<file path="src/logic/msc_pkg.sv">
// package for the modem status-change mask block: offsets, fields, reset values, types
package msc_pkg;
    localparam logic [7:0]  OFS_CTRL     = 8'h00;
    localparam logic [7:0]  OFS_IRQ_STAT = 8'h04;
    localparam logic [7:0]  OFS_IRQ_MASK = 8'h08;
    localparam logic [7:0]  OFS_MASK     = 8'hF4;
    localparam logic [7:0]  OFS_PRESENT  = 8'hF8;

    localparam int POS_IRQ_BIT   = 15;
    localparam int POS_WAKE_BIT  = 14;
    localparam int POS_AUDIO_LO  = 5;
    localparam int POS_GENERAL_WAKE_BIT_BIT = 4;
    localparam int POS_CTRL_CB   = 0;
    localparam int POS_CTRL_MC   = 1;
    localparam int POS_CTRL_PME  = 2;

    localparam logic [1:0]  AUDIO_RESET  = 2'h0;
    localparam logic [1:0]  RESP_OKAY    = 2'h0;
    localparam logic [1:0]  RESP_SLVERR  = 2'h2;
    localparam int          EVT_W        = 2;

    typedef struct packed {
        logic pme_en;
        logic modem_ctrl_en;
        logic cardbus_mode;
    } msc_ctrl_s;

    typedef struct packed {
        logic       irq_mask;
        logic       wake_mask;
        logic [1:0] binary_audio_enable;
        logic       general_wake;
    } msc_mask_s;

    localparam msc_ctrl_s CTRL_RESET = '{pme_en: 1'b0, modem_ctrl_en: 1'b0, cardbus_mode: 1'b1};
    localparam msc_mask_s MASK_RESET = '{irq_mask: 1'b0, wake_mask: 1'b0,
                                         binary_audio_enable: AUDIO_RESET, general_wake: 1'b0};
endpackage : msc_pkg

</file>
<file path="src/logic/msc_sync.sv">
// three-stage input synchroniser that accepts a change once stages two and three agree
`timescale 1ns/1ps
module msc_sync #(
    parameter int W = 2
) (
    input  wire logic         aclk,
    input  wire logic         aresetn,
    input  wire logic [W-1:0] din,
    output logic      [W-1:0] dout
);
    logic [W-1:0] s1;
    logic [W-1:0] s2;
    logic [W-1:0] s3;

    always_ff @(posedge aclk) begin
        if (!aresetn) begin
            s1 <= '0;
            s2 <= '0;
            s3 <= '0;
        end else begin
            s1 <= din;
            s2 <= s1;
            s3 <= s2;
        end
    end

    // per bit: a glitch on s2 alone never reaches dout
    always_ff @(posedge aclk) begin
        if (!aresetn) begin
            dout <= '0;
        end else begin
            for (int i = 0; i < W; i++) begin
                if (s2[i] == s3[i]) begin
                    dout[i] <= s3[i];
                end
            end
        end
    end
endmodule : msc_sync

</file>
<file path="src/logic/msc_top.sv">
// modem status-change masking, present state and axi4-lite register slave
`timescale 1ns/1ps
module msc_top #(
    parameter int ADDR_W = 8
) (
    input  wire logic              aclk,
    input  wire logic              aresetn,
    input  wire logic [ADDR_W-1:0] awaddr,
    input  wire logic              awvalid,
    output logic                   awready,
    input  wire logic [31:0]       wdata,
    input  wire logic [3:0]        wstrb,
    input  wire logic              wvalid,
    output logic                   wready,
    output logic [1:0]             bresp,
    output logic                   bvalid,
    input  wire logic              bready,
    input  wire logic [ADDR_W-1:0] araddr,
    input  wire logic              arvalid,
    output logic                   arready,
    output logic [31:0]            rdata,
    output logic [1:0]             rresp,
    output logic                   rvalid,
    input  wire logic              rready,
    input  wire logic              modem_irq_in,
    input  wire logic              modem_ring_n,
    output logic                   modem_inta_n,
    output logic                   cstschg,
    output logic                   irq
);
    import msc_pkg::*;

    logic [ADDR_W-1:0]   aw_addr;
    logic                aw_held;
    logic [31:0]         w_data;
    logic [3:0]          w_strb;
    logic                w_held;
    logic                wr_go;
    logic                aw_fire;
    logic                w_fire;
    logic                ar_fire;
    msc_ctrl_s           ctrl;
    msc_mask_s           mask;
    logic                mask_written;
    logic [EVT_W-1:0]    irq_stat;
    logic [EVT_W-1:0]    irq_mask;
    logic [EVT_W-1:0]    pins;
    logic [EVT_W-1:0]    pins_q;
    logic [EVT_W-1:0]    evt;
    logic                irq_live;
    logic                ring_live;
    logic                int_allow;
    logic                wake_allow;
    logic                modem_ring_n_sync_hi;

    function automatic logic [7:0] word_ofs(input logic [ADDR_W-1:0] a);
        return {a[7:2], 2'b00};
    endfunction : word_ofs

    function automatic logic mapped(input logic [ADDR_W-1:0] a);
        logic [7:0] o;
        o = word_ofs(a);
        return (o == OFS_CTRL) || (o == OFS_IRQ_STAT) || (o == OFS_IRQ_MASK) ||
               (o == OFS_MASK) || (o == OFS_PRESENT);
    endfunction : mapped

    // ring inverted ahead of the synchroniser: its reset value then matches the idle pin,
    // so no phantom ring shows after reset
    msc_sync #(.W(EVT_W)) u_sync (
        .aclk    (aclk),
        .aresetn (aresetn),
        .din     ({~modem_ring_n, modem_irq_in}),
        .dout    (pins)
    );
    assign irq_live  = pins[0];
    assign ring_live = pins[1];

    assign aw_fire = awvalid && awready;
    assign w_fire  = wvalid && wready;
    assign ar_fire = arvalid && arready;
    // synchronised ring pin in its own active-low sense, for the readback check
    assign modem_ring_n_sync_hi = ~pins[1];
    assign wr_go   = aw_held && w_held && !bvalid;

    // write address and data are taken in either order, then answered together
    always_ff @(posedge aclk) begin
        if (!aresetn) begin
            aw_held <= 1'b0;
            aw_addr <= '0;
            awready <= 1'b0;
        end else begin
            if (aw_fire) begin
                aw_held <= 1'b1;
                aw_addr <= awaddr;
            end else if (bvalid && bready) begin
                aw_held <= 1'b0;
            end
            awready <= !aw_fire && !(aw_held && !(bvalid && bready));
        end
    end

    always_ff @(posedge aclk) begin
        if (!aresetn) begin
            w_held <= 1'b0;
            w_data <= '0;
            w_strb <= '0;
            wready <= 1'b0;
        end else begin
            if (w_fire) begin
                w_held <= 1'b1;
                w_data <= wdata;
                w_strb <= wstrb;
            end else if (bvalid && bready) begin
                w_held <= 1'b0;
            end
            wready <= !w_fire && !(w_held && !(bvalid && bready));
        end
    end

    always_ff @(posedge aclk) begin
        if (!aresetn) begin
            bvalid <= 1'b0;
            bresp  <= RESP_OKAY;
        end else if (wr_go) begin
            bvalid <= 1'b1;
            bresp  <= mapped(aw_addr) ? RESP_OKAY : RESP_SLVERR;
        end else if (bready) begin
            bvalid <= 1'b0;
        end
    end

    // power-up reset only; there is no separate bus reset input
    always_ff @(posedge aclk) begin
        if (!aresetn) begin
            ctrl <= CTRL_RESET;
        end else if (wr_go && word_ofs(aw_addr) == OFS_CTRL && w_strb[0]) begin
            ctrl.cardbus_mode  <= w_data[POS_CTRL_CB];
            ctrl.modem_ctrl_en <= w_data[POS_CTRL_MC];
            ctrl.pme_en        <= w_data[POS_CTRL_PME];
        end
    end

    // only the defined bits are stored, so reserved bits drop and read zero
    always_ff @(posedge aclk) begin
        if (!aresetn) begin
            mask         <= MASK_RESET;
            mask_written <= 1'b0;
        end else if (wr_go && word_ofs(aw_addr) == OFS_MASK && ctrl.cardbus_mode) begin
            mask_written <= 1'b1;
            if (w_strb[0]) begin
                mask.binary_audio_enable <= w_data[POS_AUDIO_LO +: 2];
                mask.general_wake        <= w_data[POS_GENERAL_WAKE_BIT_BIT];
            end
            if (w_strb[1]) begin
                mask.irq_mask  <= w_data[POS_IRQ_BIT];
                mask.wake_mask <= w_data[POS_WAKE_BIT];
            end
        end
    end

    // gating never alters any event state, only the output lines
    assign int_allow  = ctrl.cardbus_mode && ctrl.modem_ctrl_en &&
                        (mask.irq_mask || !mask_written);
    assign wake_allow = ctrl.cardbus_mode &&
                        ((mask.wake_mask && mask.general_wake) || ctrl.pme_en);

    always_ff @(posedge aclk) begin
        if (!aresetn) begin
            modem_inta_n <= 1'b1;
            cstschg      <= 1'b0;
        end else begin
            modem_inta_n <= !(irq_live && int_allow);
            cstschg      <= ring_live && wake_allow;
        end
    end

    // events: rising modem interrupt, ring assertion
    always_ff @(posedge aclk) begin
        if (!aresetn) begin
            pins_q <= '0;
        end else begin
            pins_q <= pins;
        end
    end
    assign evt = pins & ~pins_q;

    // set wins over a same-cycle write-one clear
    always_ff @(posedge aclk) begin
        if (!aresetn) begin
            irq_stat <= '0;
        end else if (wr_go && word_ofs(aw_addr) == OFS_IRQ_STAT && w_strb[0]) begin
            irq_stat <= (irq_stat & ~w_data[EVT_W-1:0]) | evt;
        end else begin
            irq_stat <= irq_stat | evt;
        end
    end

    always_ff @(posedge aclk) begin
        if (!aresetn) begin
            irq_mask <= '0;
        end else if (wr_go && word_ofs(aw_addr) == OFS_IRQ_MASK && w_strb[0]) begin
            irq_mask <= w_data[EVT_W-1:0];
        end
    end

    always_ff @(posedge aclk) begin
        if (!aresetn) begin
            irq <= 1'b0;
        end else begin
            irq <= |(irq_stat & irq_mask);
        end
    end

    always_ff @(posedge aclk) begin
        if (!aresetn) begin
            arready <= 1'b0;
        end else begin
            arready <= !ar_fire && !(rvalid && !rready);
        end
    end

    always_ff @(posedge aclk) begin
        if (!aresetn) begin
            rvalid <= 1'b0;
            rdata  <= '0;
            rresp  <= RESP_OKAY;
        end else if (ar_fire) begin
            rvalid <= 1'b1;
            rresp  <= mapped(araddr) ? RESP_OKAY : RESP_SLVERR;
            rdata  <= '0;
            case (word_ofs(araddr))
                OFS_CTRL: begin
                    rdata[POS_CTRL_CB]  <= ctrl.cardbus_mode;
                    rdata[POS_CTRL_MC]  <= ctrl.modem_ctrl_en;
                    rdata[POS_CTRL_PME] <= ctrl.pme_en;
                end
                OFS_IRQ_STAT: begin
                    rdata[EVT_W-1:0] <= irq_stat;
                end
                OFS_IRQ_MASK: begin
                    rdata[EVT_W-1:0] <= irq_mask;
                end
                OFS_MASK: begin
                    rdata[POS_IRQ_BIT]        <= mask.irq_mask;
                    rdata[POS_WAKE_BIT]       <= mask.wake_mask;
                    rdata[POS_AUDIO_LO +: 2]  <= mask.binary_audio_enable;
                    rdata[POS_GENERAL_WAKE_BIT_BIT]      <= mask.general_wake;
                end
                OFS_PRESENT: begin
                    rdata[POS_IRQ_BIT]   <= irq_live;
                    rdata[POS_GENERAL_WAKE_BIT_BIT] <= ring_live;
                end
                default: begin
                    rdata <= '0;
                end
            endcase
        end else if (rready) begin
            rvalid <= 1'b0;
        end
    end
endmodule : msc_top

</file>
<file path="config.mk">
export PLATFORM = sky130hd
export DESIGN_NAME = msc_top
export DESIGN_NICKNAME = d
export VERILOG_FILES = /design/src/logic/msc_pkg.sv /design/src/logic/msc_sync.sv /design/src/logic/msc_top.sv
export SDC_FILE = /design/constraint.sdc
export NUM_CORES = 1
export LEC_CHECK = 0
export BUFFER_PORTS_ARGS = -buffer_cell sky130_fd_sc_hd__buf_2
export CORE_MARGIN = 5
export CORE_UTILIZATION = 40
export DETAILED_ROUTE_END_ITERATION = 10
export GPL_TIMING_DRIVEN = 0
export PLACE_DENSITY = 0.74
export SKIP_LAST_GASP = 1
export SLEW_MARGIN = 5
export SYNTH_ARGS = -nofsm -noshare
export SYNTH_HDL_FRONTEND = slang
export SYNTH_HIERARCHICAL = 1
export SYNTH_SLANG_ARGS = --single-unit
</file>
<file path="constraint.sdc">
create_clock -name aclk -period 2.5 [get_ports aclk]
set_input_delay 0.125 -clock aclk [delete_from_list [all_inputs] [get_ports aclk]]
set_output_delay 0.125 -clock aclk [all_outputs]
set_load 0.03 [all_outputs]
</file>
==> flow_metrics.py <==
metrics = {
    "worst_setup_path": {
        "crit_path_end_kind": "register",
        "reg2reg_depth": 3,
        "path_buf_inv": 0,
        "crit_slowest_cell": "nor4_4",
        "cp_max_fo": 4,
        "critPathKind": "reg -> reg",
        "cpPeakStageDelay_ps": 420,
        "crit_chain": "nand4_1, nor4_4, mux2i_1",
        "r2r_start": "aw_addr[6]",
        "r2r_end": "mask[1]",
        "critPathLaunchType": "register",
        "reg2reg_slack_ps": 1120,
        "cp.required_ps": 2760,
        "arrival_ps": 1640,
        "critPathTopFamily": "simple AND/OR/NAND/NOR gates",
    },
    "logic_synthesis": {
        "syn_avg_cell_area_um2": 9.03,
        "synth-simple-area-share": 0.244,
        "synth-compound-area-share": 0.141,
        "ys.flop_type": "dfxtp_1",
        "synth_fa_ha_area_frac": 0,
        "syn-cell-area_mm2": 0.00255,
        "yosysWarnings": 6,
        "ys_ff_latch": 59,
        "synth_xor_area_frac": 0,
        "syn_inst": 282,
        "synth.area.mux_share": 0.0472,
        "synth-edff-count": 0,
        "synth_top_family_by_area": "simple AND/OR/NAND/NOR gates",
        "yosysSeqAreaShare": 0.464,
        "synth_cell_types": 36,
        "postSynth.asyncResetShare": 0,
    },
    "global_route": {
        "grt_max_degree": 15,
        "grt_antenna_before_repair": 0,
        "first_global_vias": 2026,
        "grt_usage": 0.145,
        "gr-total-overflow": 0,
        "grt_pass1_wl_mm": 9.46,
    },
    "placement": {
        "gp_congestion": 0.793,
        "dp_hpwl_mm": 4.23,
        "portBuffers": 48,
    },
    "cts": {
        "numCtsBuffers": 9,
        "cts_tree": "built",
        "cts.sinks": 59,
        "htree_levels": 3,
        "clock_latency_ps": 330,
        "post_cts_buffers": 0,
        "cts_root_buffer": "clkbuf_8",
        "clk_pin_slew_ps": 70,
        "clockBufferDepth": 2,
        "cts_resized": 0,
    },
    "routing": {
        "routed_wl_mm": 5.70,
        "drtIter0Drc": 56,
        "vias": 2071,
        "dr.pass1.iters": 4,
        "antenna_left": 0,
        "drc": 0,
        "wl_per_cell_um": 12.7,
        "avgViaCountPerCell": 4.61,
    },
    "pwr": {
        "p_total_uw": 2230,
        "p_leak_uw": 0.00144,
        "power.density_mw_per_mm2": 694,
        "max-vdd-ir-drop_v": 0.000345,
    },
    "flow_run": {
        "drv_cap": 0,
    },
    "cells_and_area": {
        "areaGrowthSynthToFinish_pct": 26.2,
        "antennaDiodeCount": 0,
        "nNetsFinal": 428,
        "n_fill_cell": 624,
        "final_layout_size_suffix_gt1_frac": 0.274,
    },
    "min_path": {
        "holdPathStages": 3,
        "hp-class": "in -> reg",
        "min-delay-start": "wdata[14]",
        "holdPathEnd": "w_data[14]",
    },
    "timing": {
        "setup_viol": 0,
        "tns_ps": 0,
        "hold_violations": 0,
        "min_period_over_period": 0.552,
        "worst_slew_pin_slew_ps": 536,
        "max_freq_mhz": 724,
        "slew_headroom": 0.643,
        "fin_skew_ps": 10.0,
        "slew_viol_final": 0,
        "rsz0062_at_grt": "no",
        "fin_crit_ps": 1380,
    },
    "floorplanning": {
        "start_util": 0.406,
        "die-area_mm2": 0.00806,
        "fp.dieH_um": 89.8,
        "ios": 105,
        "rows": 29,
        "coreArea_mm2": 0.00628,
        "die_x_um": 89.8,
    },
    "run_status": {
        "status": "finished, final reports clean",
    },
}
## cells in the final DEF (no fill, tap or decap), types with 7 or more instances in the layout
cell type and count:
buf_4 26, nand4_1 7, dfxtp_1 59, mux2i_1 12, nand2_1 60, a21boi_0 23, clkbuf_8 11, nand3_1 10
buf_2 50, clkbuf_1 10, nor2b_1 8, conb_1 26, o21ai_0 7
## state kept, by name, summed over array words and instances, names as in the netlist, 2 cells and up
| signal | cells |
|---|---|
| u_sync/s1 | 2 |
| mask | 5 |
| u_sync/s2 | 2 |
| u_sync/dout | 2 |
| u_sync/s3 | 2 |
| irq_stat | 2 |
| w_data | 8 |
| irq_mask | 2 |
| pins_q | 2 |
| w_strb | 2 |
| ctrl | 3 |
| aw_addr | 6 |
| rdata | 8 |
## synth_stat cells, drive strengths merged, types with 4 or more instances
master / count / area share
a21boi: 25 / 0.074
a21oi: 6 / 0.012
a2bb2oi: 4 / 0.014
and2: 12 / 0.032
buf: 28 / 0.081
clkbuf: 9 / 0.013
dfxtp: 59 / 0.46
inv: 6 / 0.0088
mux2i: 12 / 0.047
nand2: 60 / 0.088
nand3: 10 / 0.020
nand4: 7 / 0.017
nor2b: 8 / 0.020
nor4: 6 / 0.029
o21ai: 9 / 0.018
## final cells by class
class | instances | area, um2 | share of cell area
Multi-Input combinational cell | 205 | 1200 | 0.373
Timing Repair Buffer | 49 | 250 | 0.0779
Clock inverter | 4 | 72.6 | 0.0226
Buffer | 37 | 239 | 0.0743
Clock buffer | 12 | 155 | 0.0483
Sequential cell | 59 | 1180 | 0.367
Tap cell | 77 | 96.3 | 0.0300
Inverter | 6 | 22.5 | 0.00701
## logic make-up (layout without fill, tap and decap cells)
family,after synthesis,after routing
buffers and inverters,43,108
and+or+nand+nor,115,115
muxes,12,12
other,1,26
AOI/OAI and AO/OA,52,52
DFF,59,59
## per-stage QoR
stage | hold WS [ps] | setup WS (ps) | area, um2 | util | instances
global placement | 353 | 1150 | 2980 | 0.474 | 432
global route | 35.3 | 993 | 3210 | 0.512 | 449
finish | 46.6 | 1120 | 3210 | 0.512 | 449
detailed placement | 353 | 1110 | 2980 | 0.474 | 432
floorplan | 261 | 1180 | 2640 | - | 307
CTS | 24.3 | 1110 | 3210 | 0.512 | 449
## tightest hold or removal path: cells and delay by family
kind	cells	cell delay, ps
buffers and inverters	1	90
AO/OA/AOI/OAI	1	60
AND/OR/NAND/NOR	1	40
## how the worst max path moves through the flow
| stage | cells after the start | from | endpoint | slack [ps] |
|---|---|---|---|---|
| 2_1_floorplan | 3 | bvalid | mask[3] | 1180 |
| 3_3_place_gp | 3 | aw_addr[4] | irq_stat[0] | 1150 |
| 3_5_place_dp | 3 | aw_addr[4] | irq_stat[0] | 1110 |
| 4_1_cts | 3 | aw_addr[4] | irq_stat[0] | 1110 |
| 5_1_grt | 3 | aw_addr[6] | mask[1] | 990 |
| 6_report | 3 | aw_addr[6] | mask[1] | 1120 |
## repair_timing
action                                  in CTS  in global routing
endpoints found under the setup margin       0                  0
hold buffers                                 1                  0
endpoints found under the hold margin        1                  0
## power breakdown
group	internal (uW)	switching, uW
combinational	96.2	156
clock	614	365
sequential	973	25.6
## routing by layer
metal | share of wire | GRT usage | wire length (um) | up-vias
met5 | 0 | 0 | 0 | -
met4 | 0.024 | 0.0693 | 135 | 0
met1 | 0.44 | 0.168 | 2520 | 896
met3 | 0.088 | 0.0601 | 504 | 14
met2 | 0.45 | 0.230 | 2540 | 80
li1 | - | - | - | 1081
Note: power is estimated with default switching activity, not from simulation.
